`src/include/ssw_pkg.sv`:
```
package ssw_pkg;
  // Overview of operation
  // - a floating strobe input switches the watchdog timer fully off
  // - a strobe held steady past the timeout pulls reset and expiry low
  // - every strobe transition restarts the timeout; host must toggle in time
  // - expiry flag returns high on next strobe transition or on supply low
  // - reset is asserted whenever the supply comparator reports supply low
  // - after supply recovers reset stays asserted at least 140 ms
  // - active-high reset is always the inverse of active-low reset
  // - supply-low output follows the supply comparator three clock cycles later (two sync stages plus the output register)
  // - switchover comparator decision, with its hysteresis, selects backup mode
  // - backup mode forces every supervisor output except IRQ_OUT to its fixed state
  // - backup mode ignores strobe, memory select, fail sense and timebase
  // - memory select follows its input when supply good and not in backup, else forced high
  // - right after reset the long watchdog timeout applies
  // - unserviced watchdog issues a 140 ms reset at each timeout
  // - fail warning is high above the fail reference, low below it

  // ----------------------------------------------------------------
  // timing
  // ----------------------------------------------------------------
  localparam int CLK_MHZ = 200;
  localparam int TICK_US = 1000;
  localparam int TICK_CYC = TICK_US * CLK_MHZ;
  localparam int EXT_DIV = 64;
  localparam int HOLD_MS = 140;
  localparam int WD_LONG_MS = 1600;
  localparam int WD_SHORT_MS = 100;
  localparam int CNT_W = 12;
  localparam logic [CNT_W-1:0] HOLD_TICKS = CNT_W'(HOLD_MS * 1000 / TICK_US);
  localparam logic [CNT_W-1:0] WD_LONG_TICKS = CNT_W'(WD_LONG_MS * 1000 / TICK_US);
  localparam logic [CNT_W-1:0] WD_SHORT_TICKS = CNT_W'(WD_SHORT_MS * 1000 / TICK_US);

  // ----------------------------------------------------------------
  // register map
  // ----------------------------------------------------------------
  localparam int AXI_AW = 5;
  localparam logic [1:0] REG_CTRL = 2'h0;
  localparam logic [1:0] REG_STATUS = 2'h1;
  localparam logic [1:0] REG_IRQ_STAT = 2'h2;
  localparam logic [1:0] REG_IRQ_MASK = 2'h3;
  localparam int CTRL_WDEN_BIT = 0;
  localparam logic CTRL_WDEN_RST = 1'b1;
  localparam logic [1:0] RESP_OKAY = 2'h0;
  localparam logic [1:0] RESP_SLVERR = 2'h2;

  // status word, bit 0 is supply_ok
  typedef struct packed {
    logic long_tmo;
    logic floating;
    logic expired;
    logic in_reset;
    logic fail_ok;
    logic backup;
    logic supply_ok;
  } ssw_status_s;

  // interrupt events, bit 0 is expiry
  typedef struct packed {
    logic backup;
    logic fail;
    logic low;
    logic expiry;
  } ssw_irq_s;

  typedef enum logic [1:0] {
    ST_LOW = 2'b00,
    ST_HOLD = 2'b01,
    ST_RUN = 2'b11
  } ssw_state_e;
endpackage

```
`src/include/ssw_tick_if.sv`:
```
`timescale 1ns/10ps
interface ssw_tick_if;
  logic sel;
  logic ext_lvl;
  logic tick;
  // timebase generator side
  modport gen (input sel, input ext_lvl, output tick);
  // consumer side
  modport core (output sel, output ext_lvl, input tick);
endinterface

```
`src/logic/ssw_supervisor.sv`:
```
// Register access over AXI4-Lite and the address map are this design's own decisions.
`timescale 1ns/10ps
module ssw_supervisor
  import ssw_pkg::*;
#(
  parameter int TICK_CYCLES = TICK_CYC,
  parameter logic [CNT_W-1:0] HOLD_T = HOLD_TICKS,
  parameter logic [CNT_W-1:0] WD_LONG_T = WD_LONG_TICKS,
  parameter logic [CNT_W-1:0] WD_SHORT_T = WD_SHORT_TICKS
) (
  // clock and reset
  input wire logic CLK_IN,
  input wire logic RSTN_IN,
  // comparator decisions
  input wire logic SUPPLY_COMPARATOR_IN,
  input wire logic SWITCHOVER_COMPARATOR_IN,
  input wire logic FAIL_COMPARATOR_IN,
  // host side inputs
  input wire logic WATCHDOG_STROBE_HI_IN,
  input wire logic WATCHDOG_STROBE_LO_IN,
  input wire logic MEM_SELECT_N_IN,
  // timebase
  input wire logic TIMEBASE_IN,
  input wire logic TIMEBASE_SELECT_IN,
  // supervisor outputs
  output logic RESET_N_OUT,
  output logic RESET_OUT,
  output logic SUPPLY_LOW_N_OUT,
  output logic FAIL_WARNING_N_OUT,
  output logic WATCHDOG_EXPIRED_N_OUT,
  output logic MEM_SELECT_N_OUT,
  output logic BACKUP_ACTIVE_OUT,
  output logic IRQ_OUT,
  // axi4-lite write
  input wire logic S_AXI_AWVALID_IN,
  output logic S_AXI_AWREADY_OUT,
  input wire logic [AXI_AW-1:0] S_AXI_AWADDR_IN,
  input wire logic S_AXI_WVALID_IN,
  output logic S_AXI_WREADY_OUT,
  input wire logic [31:0] S_AXI_WDATA_IN,
  input wire logic [3:0] S_AXI_WSTRB_IN,
  output logic S_AXI_BVALID_OUT,
  input wire logic S_AXI_BREADY_IN,
  output logic [1:0] S_AXI_BRESP_OUT,
  // axi4-lite read
  input wire logic S_AXI_ARVALID_IN,
  output logic S_AXI_ARREADY_OUT,
  input wire logic [AXI_AW-1:0] S_AXI_ARADDR_IN,
  output logic S_AXI_RVALID_OUT,
  input wire logic S_AXI_RREADY_IN,
  output logic [31:0] S_AXI_RDATA_OUT,
  output logic [1:0] S_AXI_RRESP_OUT
);

  // ----------------------------------------------------------------
  // input capture and timebase
  // ----------------------------------------------------------------
  logic [7:0] pins_s;
  logic sup_s, bak_s, fail_s, hi_s, lo_s, mem_s, tbin_s, tbsel_s;
  ssw_tick_if tbi ();

  ssw_sync #(.W(8)) u_sync (
    .clk_in(CLK_IN),
    .rstn_in(RSTN_IN),
    .d_in({TIMEBASE_SELECT_IN, TIMEBASE_IN, MEM_SELECT_N_IN, WATCHDOG_STROBE_LO_IN,
           WATCHDOG_STROBE_HI_IN, FAIL_COMPARATOR_IN, SWITCHOVER_COMPARATOR_IN,
           SUPPLY_COMPARATOR_IN}),
    .q_out(pins_s)
  );

  assign {tbsel_s, tbin_s, mem_s, lo_s, hi_s, fail_s, bak_s, sup_s} = pins_s;
  assign tbi.sel = tbsel_s;
  assign tbi.ext_lvl = tbin_s;

  ssw_timebase #(.DIV_CYC(TICK_CYCLES)) u_tb (
    .clk_in(CLK_IN),
    .rstn_in(RSTN_IN),
    .tb(tbi.gen)
  );

  // ----------------------------------------------------------------
  // reset and watchdog sequencer
  // ----------------------------------------------------------------
  ssw_state_e st_ff, nxt_st;
  logic [CNT_W-1:0] cnt_ff, nxt_cnt;
  logic lvl_ff, nxt_lvl;
  logic long_ff, nxt_long;
  logic exp_ff, nxt_exp;
  logic ctrl_wden_ff;
  logic driven, floating, wd_edge, wd_on, tick, down;
  logic [CNT_W-1:0] limit;

  // strobe decode and qualifiers
  always_comb begin
    driven = hi_s ^ lo_s;
    floating = ~driven;
    wd_edge = driven && !bak_s && (hi_s != lvl_ff);
    tick = tbi.tick && !bak_s;
    wd_on = driven && ctrl_wden_ff;
    down = !sup_s || bak_s;
    limit = (long_ff || !tbsel_s || tbin_s) ? WD_LONG_T : WD_SHORT_T;
  end

  // next state of the sequencer
  always_comb begin
    nxt_st = st_ff;
    nxt_cnt = cnt_ff;
    nxt_lvl = (driven && !bak_s) ? hi_s : lvl_ff;
    nxt_long = long_ff;
    nxt_exp = exp_ff;
    if (wd_edge || floating) begin
      nxt_exp = 1'b0;
    end
    if (down) begin
      nxt_st = ST_LOW;
      nxt_cnt = '0;
      nxt_long = 1'b1;
      nxt_exp = 1'b0;
    end else begin
      unique case (st_ff)
        ST_LOW: begin
          nxt_st = ST_HOLD;
          nxt_cnt = '0;
        end
        ST_HOLD: begin
          if (tick) begin
            if (cnt_ff == HOLD_T) begin
              nxt_st = ST_RUN;
              nxt_cnt = '0;
            end else begin
              nxt_cnt = cnt_ff + 1'b1;
            end
          end
        end
        ST_RUN: begin
          if (wd_edge) begin
            nxt_cnt = '0;
            nxt_long = 1'b0;
          end else if (!wd_on) begin
            nxt_cnt = '0;
          end else if (tick) begin
            if (cnt_ff == limit) begin
              nxt_st = ST_HOLD;
              nxt_cnt = '0;
              nxt_exp = 1'b1;
              nxt_long = 1'b1;
            end else begin
              nxt_cnt = cnt_ff + 1'b1;
            end
          end
        end
      endcase
    end
  end

  always_ff @(posedge CLK_IN or negedge RSTN_IN) begin
    if (!RSTN_IN) begin
      st_ff <= ST_LOW;
      cnt_ff <= '0;
      lvl_ff <= 1'b0;
      long_ff <= 1'b1;
      exp_ff <= 1'b0;
    end else begin
      st_ff <= nxt_st;
      cnt_ff <= nxt_cnt;
      lvl_ff <= nxt_lvl;
      long_ff <= nxt_long;
      exp_ff <= nxt_exp;
    end
  end

  // ----------------------------------------------------------------
  // output pins
  // ----------------------------------------------------------------
  logic rst_n_ff, nxt_rst_n;
  logic low_n_ff, nxt_low_n;
  logic fail_n_ff, nxt_fail_n;
  logic expn_ff, nxt_expn;
  logic mem_ff, nxt_mem;
  logic bako_ff, nxt_bako;

  // output values, backup overrides all
  always_comb begin
    nxt_rst_n = !bak_s && (nxt_st == ST_RUN);
    nxt_low_n = !bak_s && sup_s;
    nxt_fail_n = !bak_s && fail_s;
    nxt_expn = bak_s || !nxt_exp;
    nxt_mem = down || mem_s;
    nxt_bako = bak_s;
  end

  always_ff @(posedge CLK_IN or negedge RSTN_IN) begin
    if (!RSTN_IN) begin
      rst_n_ff <= 1'b0;
      low_n_ff <= 1'b0;
      fail_n_ff <= 1'b0;
      expn_ff <= 1'b1;
      mem_ff <= 1'b1;
      bako_ff <= 1'b0;
    end else begin
      rst_n_ff <= nxt_rst_n;
      low_n_ff <= nxt_low_n;
      fail_n_ff <= nxt_fail_n;
      expn_ff <= nxt_expn;
      mem_ff <= nxt_mem;
      bako_ff <= nxt_bako;
    end
  end

  assign RESET_N_OUT = rst_n_ff;
  assign RESET_OUT = ~rst_n_ff;
  assign SUPPLY_LOW_N_OUT = low_n_ff;
  assign FAIL_WARNING_N_OUT = fail_n_ff;
  assign WATCHDOG_EXPIRED_N_OUT = expn_ff;
  assign MEM_SELECT_N_OUT = mem_ff;
  assign BACKUP_ACTIVE_OUT = bako_ff;

  // ----------------------------------------------------------------
  // register slave
  // ----------------------------------------------------------------
  logic aw_ff, nxt_aw, w_ff, nxt_w, bv_ff, nxt_bv, rv_ff, nxt_rv;
  logic [1:0] bresp_ff, nxt_bresp, rresp_ff, nxt_rresp;
  logic [AXI_AW-1:0] awa_ff, nxt_awa;
  logic [7:0] wd_ff, nxt_wd;
  logic wstb_ff, nxt_wstb;
  logic [31:0] rdata_ff, nxt_rdata;
  logic nxt_wden;
  ssw_irq_s irq_ff, nxt_irq, mask_ff, nxt_mask, ev;
  ssw_status_s sts;
  logic [2:0] wdec, rdec;
  logic do_wr;

  // mapped flag and word index
  function automatic logic [2:0] decode(input logic [AXI_AW-1:0] a);
    decode = {~a[4], a[3:2]};
  endfunction

  // events and status word
  always_comb begin
    ev.expiry = nxt_exp && !exp_ff;
    ev.low = !nxt_low_n && low_n_ff;
    ev.fail = !nxt_fail_n && fail_n_ff;
    ev.backup = bak_s && !bako_ff;
    sts = '{long_tmo: long_ff, floating: floating, expired: exp_ff,
            in_reset: !rst_n_ff, fail_ok: fail_s, backup: bak_s, supply_ok: sup_s};
  end

  // write and read channels
  always_comb begin
    wdec = decode(awa_ff);
    rdec = decode(S_AXI_ARADDR_IN);
    do_wr = aw_ff && w_ff && !bv_ff;
    nxt_aw = aw_ff || S_AXI_AWVALID_IN;
    nxt_awa = (!aw_ff && S_AXI_AWVALID_IN) ? S_AXI_AWADDR_IN : awa_ff;
    nxt_w = w_ff || S_AXI_WVALID_IN;
    nxt_wd = (!w_ff && S_AXI_WVALID_IN) ? S_AXI_WDATA_IN[7:0] : wd_ff;
    nxt_wstb = (!w_ff && S_AXI_WVALID_IN) ? S_AXI_WSTRB_IN[0] : wstb_ff;
    nxt_bv = bv_ff && !S_AXI_BREADY_IN;
    nxt_bresp = bresp_ff;
    nxt_wden = ctrl_wden_ff;
    nxt_mask = mask_ff;
    nxt_irq = irq_ff;
    if (do_wr) begin
      nxt_aw = 1'b0;
      nxt_w = 1'b0;
      nxt_bv = 1'b1;
      nxt_bresp = wdec[2] ? RESP_OKAY : RESP_SLVERR;
      if (wdec[2] && wstb_ff) begin
        if (wdec[1:0] == REG_CTRL) nxt_wden = wd_ff[CTRL_WDEN_BIT];
        if (wdec[1:0] == REG_IRQ_MASK) nxt_mask = ssw_irq_s'(wd_ff[3:0]);
        if (wdec[1:0] == REG_IRQ_STAT) nxt_irq = ssw_irq_s'(irq_ff & ~wd_ff[3:0]);
      end
    end
    // new events win over a clear
    nxt_irq = ssw_irq_s'(nxt_irq | ev);
    nxt_rv = rv_ff && !S_AXI_RREADY_IN;
    nxt_rdata = rdata_ff;
    nxt_rresp = rresp_ff;
    if (S_AXI_ARVALID_IN && !rv_ff) begin
      nxt_rv = 1'b1;
      nxt_rresp = rdec[2] ? RESP_OKAY : RESP_SLVERR;
      unique case ({rdec[2], rdec[1:0]})
        {1'b1, REG_CTRL}: nxt_rdata = {31'h0, ctrl_wden_ff};
        {1'b1, REG_STATUS}: nxt_rdata = {25'h0, sts};
        {1'b1, REG_IRQ_STAT}: nxt_rdata = {28'h0, irq_ff};
        {1'b1, REG_IRQ_MASK}: nxt_rdata = {28'h0, mask_ff};
        default: nxt_rdata = 32'h0;
      endcase
    end
  end

  always_ff @(posedge CLK_IN or negedge RSTN_IN) begin
    if (!RSTN_IN) begin
      aw_ff <= 1'b0;
      awa_ff <= '0;
      w_ff <= 1'b0;
      wd_ff <= 8'h0;
      wstb_ff <= 1'b0;
      bv_ff <= 1'b0;
      bresp_ff <= RESP_OKAY;
      rv_ff <= 1'b0;
      rresp_ff <= RESP_OKAY;
      rdata_ff <= 32'h0;
      ctrl_wden_ff <= CTRL_WDEN_RST;
      irq_ff <= '0;
      mask_ff <= '0;
    end else begin
      aw_ff <= nxt_aw;
      awa_ff <= nxt_awa;
      w_ff <= nxt_w;
      wd_ff <= nxt_wd;
      wstb_ff <= nxt_wstb;
      bv_ff <= nxt_bv;
      bresp_ff <= nxt_bresp;
      rv_ff <= nxt_rv;
      rresp_ff <= nxt_rresp;
      rdata_ff <= nxt_rdata;
      ctrl_wden_ff <= nxt_wden;
      irq_ff <= nxt_irq;
      mask_ff <= nxt_mask;
    end
  end

  assign S_AXI_AWREADY_OUT = !aw_ff;
  assign S_AXI_WREADY_OUT = !w_ff;
  assign S_AXI_BVALID_OUT = bv_ff;
  assign S_AXI_BRESP_OUT = bresp_ff;
  assign S_AXI_ARREADY_OUT = !rv_ff;
  assign S_AXI_RVALID_OUT = rv_ff;
  assign S_AXI_RDATA_OUT = rdata_ff;
  assign S_AXI_RRESP_OUT = rresp_ff;
  assign IRQ_OUT = |(irq_ff & mask_ff);
endmodule

```
`src/logic/ssw_sync.sv`:
```
`timescale 1ns/10ps
module ssw_sync #(
  parameter int W = 1
) (
  // clock and reset
  input wire logic clk_in,
  input wire logic rstn_in,
  // data
  input wire logic [W-1:0] d_in,
  output logic [W-1:0] q_out
);
  logic [W-1:0] meta_ff;
  logic [W-1:0] nxt_meta;
  logic [W-1:0] q_ff;
  logic [W-1:0] nxt_q;

  // two-stage chain, first stage feeds only the second
  always_comb begin
    nxt_meta = d_in;
    nxt_q = meta_ff;
  end

  always_ff @(posedge clk_in or negedge rstn_in) begin
    if (!rstn_in) begin
      meta_ff <= '0;
      q_ff <= '0;
    end else begin
      meta_ff <= nxt_meta;
      q_ff <= nxt_q;
    end
  end

  assign q_out = q_ff;
endmodule

```
`src/logic/ssw_timebase.sv`:
```
`timescale 1ns/10ps
module ssw_timebase
  import ssw_pkg::*;
#(
  parameter int DIV_CYC = TICK_CYC
) (
  // clock and reset
  input wire logic clk_in,
  input wire logic rstn_in,
  // tick exchange
  ssw_tick_if.gen tb
);
  localparam int DW = $clog2(DIV_CYC);
  localparam int EW = $clog2(EXT_DIV);
  logic [DW-1:0] div_ff;
  logic [DW-1:0] nxt_div;
  logic [EW-1:0] ext_ff;
  logic [EW-1:0] nxt_ext;
  logic lvl_ff;
  logic nxt_lvl;
  logic tick_ff;
  logic nxt_tick;
  logic rise;

  // internal divider or external clock divided by 64
  // selected tick source
  always_comb begin
    rise = tb.ext_lvl & ~lvl_ff;
    nxt_lvl = tb.ext_lvl;
    nxt_div = (div_ff == DW'(DIV_CYC - 1)) ? '0 : div_ff + 1'b1;
    nxt_ext = rise ? ext_ff + 1'b1 : ext_ff;
    nxt_tick = tb.sel ? (div_ff == DW'(DIV_CYC - 1)) : (rise && (&ext_ff));
  end

  always_ff @(posedge clk_in or negedge rstn_in) begin
    if (!rstn_in) begin
      div_ff <= '0;
      ext_ff <= '0;
      lvl_ff <= 1'b0;
      tick_ff <= 1'b0;
    end else begin
      div_ff <= nxt_div;
      ext_ff <= nxt_ext;
      lvl_ff <= nxt_lvl;
      tick_ff <= nxt_tick;
    end
  end

  assign tb.tick = tick_ff;
endmodule

```
`config.mk`:
```
export PLATFORM = sky130hd
export DESIGN_NAME = ssw_supervisor
export DESIGN_NICKNAME = d
export VERILOG_FILES = /design/src/include/ssw_pkg.sv /design/src/include/ssw_tick_if.sv /design/src/logic/ssw_supervisor.sv /design/src/logic/ssw_sync.sv /design/src/logic/ssw_timebase.sv
export SDC_FILE = /design/constraint.sdc
export NUM_CORES = 1
export LEC_CHECK = 0
export BUFFER_PORTS_ARGS = -buffer_cell sky130_fd_sc_hd__buf_4
export CAP_MARGIN = 20
export CORE_ASPECT_RATIO = 1.5
export CORE_UTILIZATION = 50
export CTS_BUF_LIST = sky130_fd_sc_hd__clkbuf_2 sky130_fd_sc_hd__clkbuf_4 sky130_fd_sc_hd__clkbuf_8
export DETAILED_ROUTE_END_ITERATION = 10
export PLACE_DENSITY_LB_ADDON = 0.15
export SLEW_MARGIN = 5
export SYNTH_ARGS = -nofsm -noshare
export SYNTH_HDL_FRONTEND = slang
export SYNTH_SLANG_ARGS = --single-unit
```
`constraint.sdc`:
```
create_clock -name CLK_IN -period 2.1 [get_ports CLK_IN]
set_input_delay 0.21 -clock CLK_IN [delete_from_list [all_inputs] [get_ports CLK_IN]]
set_output_delay 0.21 -clock CLK_IN [all_outputs]
set_load 0.01 [all_outputs]
```
# After elaboration in Yosys (flattened, before gate mapping)
# Cells that the tools add are included.
# totals
regBits	124
latch_bits	0
mem_bits_rw	0
romBits	0
output_inout_bits	49
wordCells	162
memories	0
# classes
addsub	3
n_mul	0
n_div	0
n_lt_le_gt_ge	0
n_eq_ne	15
shifts	0
mux	42
bitwise	11
n_reduce_logical	55
# op_table
cell	count
$mux W12	7
$pmux W12 S3	1
$pmux W7 S4	1
$logic_and A1 B1 Y1	20
$add A18 B1 Y18 const B	1
$eq A18 B18 Y1 const B	1
$mux W1	18
$mux W18	1
$mux W2	9
$logic_not A1 Y1	15
$add A12 B1 Y12 const B	1
$eq A12 B11 Y1	1
$eq A12 B8 Y1 const B	1
$eq A3 B3 Y1 const B	4
$mux W4	3
$mux W11	1
$reduce_bool A3 Y1	3
$and A4 B4 Y4	2
$eq A2 B2 Y1 const B	4
$logic_or A1 B1 Y1	8
$add A6 B1 Y6 const B	1
$pmux W2 S3	1
$reduce_and A3 Y1	2
$reduce_and A6 Y1	1
other kinds (14)	19

# Longest topological paths before layout
# depth
word_depth	13
ltp_mapped	7

# Modules after synthesis
# A second synthesis with hierarchy kept.
# hier_totals
cells_unflattened	387
area_unflattened_um2	4405.5
# by_module_without_submodules
mod	instances	cells_each	area_per_inst_um2
ssw_supervisor	1	266	2812.7
ssw_timebase	1	105	1192.4
ssw_sync	1	16	400.4

# Least setup slack after synthesis
# Ideal clock, no wire load.
# synth_path
kind	reg2reg
start	register cnt_ff[0]
end	register expn_ff, in the netlist WATCHDOG_EXPIRED_N_OUT
setup_time_ns	0.082
t_arrival_ns	1.981
required_ns	2.018
setup_slack_ns	0.037
stages_incl_launch_ff	8
path_buffers	0
synth_period_minus_slack_ns	2.063
path_cell_list	dfrtp_1 inv_1 ha_1 or4b_4 nor4b_4 and2_4 nand4_4 a211o_1
# synth_between
elab_chain_len	9
# synth_lines
item	line	source
start: declaration	ssw_supervisor.sv:85	logic [CNT_W-1:0] cnt_ff, nxt_cnt;
start signal: assignment	ssw_supervisor.sv:165	cnt_ff <= nxt_cnt;
$eq A12 B11 Y1	ssw_supervisor.sv:142	if (cnt_ff == limit) begin
$mux W1	ssw_supervisor.sv:142	
$mux W1	ssw_supervisor.sv:141	end else if (tick) begin
$mux W1	ssw_supervisor.sv:139	end else if (!wd_on) begin
$mux W1	ssw_supervisor.sv:136	if (wd_edge) begin
$mux W1	ssw_supervisor.sv:120	unique case (st_ff)
$mux W1	ssw_supervisor.sv:114	if (down) begin
$logic_not A1 Y1	ssw_supervisor.sv:187	nxt_expn = bak_s || !nxt_exp;
$logic_or A1 B1 Y1	ssw_supervisor.sv:187	
named net nxt_expn	ssw_supervisor.sv:178	logic expn_ff, nxt_expn;
end signal: assignment	ssw_supervisor.sv:204	expn_ff <= nxt_expn;
end: declaration	ssw_supervisor.sv:178	
# The timed path passes the listed nets, and every way through them passes these cells.
# A chain may end at the register's enable or synchronous reset.

# Final worst setup path
# Ends and elaborated chain as after synthesis.

==> metrics.cfg <==
[synth]
ys_seq_elements = 95
syn-cell-area_um2 = 4349
synth_cell_types = 60
async_flop_share_pct = 100.0
synth_cells = 389
ys_warn_count = 0
synth.avg_cell_area_um2 = 11.18
seq_area_frac_synth_pct = 54.78
synth-edff-count = 0
ys.flop_type = dfrtp_1

[finish]
drive_above_1_share_pct = 27.12
fillerInstances = 737
final_cell_mix = dfrtp_1 (91), buf_4 (69), nand2_1 (39)
final_common_cell = dfrtp_1
area_growth_pct = 21.55
multi_input_area_um2 = 1813
antenna_cells = 0
register_area_um2 = 2382
final_core_util_pct = 62.83
nets = 543

[placement]
dp_hpwl_um = 6087
pre_cts_slack_ps = -108.8
gp_congestion = 0.7810
io_buffer_count = 47

[outcome]
outcome = finished, violations left
violations = negative setup slack

[grt]
grt_pass1_wl_um = 13990
overflow = 0
grt-busiest-layer = met2
antenna_found_initial = 0
use_met3_pct = 3.438
first_global_vias = 3045
grt_util_met1_pct = 22.41
grt_max_degree = 51
grt.total_usage_pct = 19.96
use_met2_pct = 36.20

[setup_path]
critPathBufInv = 1
crit_path_cell_trace = inv_2, ha_4, or4b_4, nor4b_4, and2_4, nand4_4, a211o_1
crit_slowest_cell = or4b_4
cpLargestDelayFamily = simple AND/OR/NAND/NOR gates
end_kind = register
timing.rr.end = WATCHDOG_EXPIRED_N_OUT$_DFF_PN1_
criticalPathCategory = reg -> reg
r2r_slack_ps = -60
start_kind = register
reg2reg_depth = 7
cp.arrival_ps = 2450
worst_ep_required_time_ps = 2390
crit_path_max_fanout = 4
regToRegStartpoint = cnt_ff[0]$_DFFE_PN0P_
cp_slowest_stage_delay_ps = 480

[power]
p_per_area_nw_per_um2 = 807.6
peakVddDrop_mv = 0.6681
clkPwrFrac_pct = 27.0
internal_power_mw = 3.074
combPwrFrac_pct = 18.7
switching_share_pct = 27.99
seq_power_share_pct = 54.3
leakagePower_nw = 2.419
power_switching_mw = 1.195

[timing]
post-route-period-util_pct = 102.8
finalClockSkew_ps = 12.67
min_period_ps = 2160
fmax_mhz = 463.0
slew_viol_final = 0
fin_ws_ps = -59.73
final-setup-viol-count = 10
worst_pin_slew_ps = 670.6
rsz0062_at_grt = yes
slew_headroom_pct = 55.29
hold_viol_final = 0

[detailed_routing]
drt-total-wl_um = 8353
wl_per_cell_um = 14.16
drc = 0
drt_first_iter_violations = 118
vias_per_cell = 5.147
first_pass_iters = 4
vias = 3037
ant_nets = 0

[clocking]
clk_latency_ps = 360
root_buffer = clkbuf_8
numCtsBuffers = 9
cts_max_level = 3
clockBufferDepth = 2
cts_tree = done
clkTransAtPathRegs_ps = 90
cts.sinks = 95

[worst_hold_path]
hold_end = S_AXI_RVALID_OUT$_DFF_PN0_
hold-path-cell-count = 2
hold_path_class = in -> reg
hold_start = S_AXI_RREADY_IN

[floorplan]
die_height_um = 116.2
coreArea_um2 = 8413
die_w_um = 78.15
initial_core_util_pct = 51.70
dieArea_um2 = 9083
rows = 41
ios = 110

[flow_run]
drv_cap = 0

-- kinds of logic after synthesis --
kind of cell               after synthesis  share of synthesized area, %
AOI/OAI and AO/OA                       65                         10.41
xor gates and xnor gates                24                         4.833
adders and majority gates                4                         1.151
buffers and inverters                   51                         6.760
DFF                                     95                         54.78
muxes                                   19                         5.178
other                                    1                       0.08622
and+or+nand+nor                        130                         16.80
-- routing by layer --
metal	vias to the layer above	share of wire, %
li1	1489	-
met2	51	55
met5	-	0
met4	0	1.9
met3	10	2.5
met1	1487	40
-- through the flow --
stage	hold WS, ps	instance area [um2]	setup TNS (ps)	cells	total power, mW
after detailed placement	291.7	4916	-581.8	561	3.144
after global placement	281.7	4916	-126.0	561	3.098
after CTS	0.1794	5234	-19.37	587	4.317
final	19.47	5286	-220.9	590	4.269
after floorplan	-85.59	4447	0	415	2.811
after global routing	4.452	5286	-1654	590	4.506
-- layout make-up --
cell class                      count  area share (%)
Clock buffer                       12           3.124
Clock inverter                      4          0.5207
Inverter                           19           1.349
Multi-Input combinational cell    269           34.30
Sequential cell                    95           45.06
Tap cell                          107           2.533
Timing Repair Buffer               84           13.11
-- flip-flops by register name, summed over array words and instances (netlist names), 2 cells and up --
| signal | flops |
|---|---|
| u_sync.q_out | 8 |
| mask_ff | 4 |
| u_tb.div_ff | 18 |
| u_sync.meta_ff | 8 |
| st_ff | 2 |
| awa_ff | 3 |
| u_tb.ext_ff | 6 |
| S_AXI_RDATA_OUT | 7 |
| wd_ff | 4 |
| irq_ff | 4 |
| cnt_ff | 12 |
-- repair_timing --
| item | in CTS | in global routing |
|---|---|---|
| hold buffers | 9 | 0 |
| pin swaps | 6 | 7 |
| endpoints found under the hold margin | 53 | 0 |
| setup buffers | 1 | 3 |
| setup endpoints to repair | 17 | 18 |
| gates resized for setup | 6 | 9 |
-- power by group through the flow --
stage	Combinational [mW]	Sequential [mW]	Clock (mW)
finish	0.797	2.32	1.15
global route	0.888	2.36	1.25
CTS	0.806	2.32	1.19
detailed placement	0.789	2.35	0
global placement	0.764	2.33	0
floorplan	0.496	2.31	0
-- cell usage after synthesis, types with 3 or more instances --
master,instances,area (um2)
xor2_1,14,122.6
clkbuf_1,4,15.01
o2111ai_1,3,26.28
nor2_1,20,75.07
nand4_1,4,25.02
a22oi_1,3,22.52
nor3b_1,3,22.52
ha_1,4,50.05
nor4_1,3,18.77
dfstp_2,4,105.1
o211ai_1,6,45.04
a22o_1,5,43.79
o21ai_0,20,100.1
o21ai_1,4,20.02
nand3_1,14,70.07
nor3_1,9,45.04
mux2_2,18,202.7
nor2b_1,8,50.05
dfrtp_1,91,2277
buf_4,27,202.7
nand2_1,39,146.4
nand2b_1,3,18.77
nor4bb_1,3,30.03
inv_1,19,71.32
nand3b_1,3,22.52
a21oi_1,7,35.03
xnor2_1,10,87.58
-- how the worst max path moves through the flow --
stage,from,endpoint,cells past startpoint
after floorplan,cnt_ff[0]$_DFFE_PN0P_,WATCHDOG_EXPIRED_N_OUT$_DFF_PN1_,7
after global placement,cnt_ff[1]$_DFFE_PN0P_,cnt_ff[8]$_DFFE_PN0P_,8
after detailed placement,cnt_ff[0]$_DFFE_PN0P_,cnt_ff[8]$_DFFE_PN0P_,8
after CTS,cnt_ff[1]$_DFFE_PN0P_,WATCHDOG_EXPIRED_N_OUT$_DFF_PN1_,7
after global routing,cnt_ff[1]$_DFFE_PN0P_,WATCHDOG_EXPIRED_N_OUT$_DFF_PN1_,7
final,cnt_ff[0]$_DFFE_PN0P_,WATCHDOG_EXPIRED_N_OUT$_DFF_PN1_,7
Power figures use the tool's default switching activity.
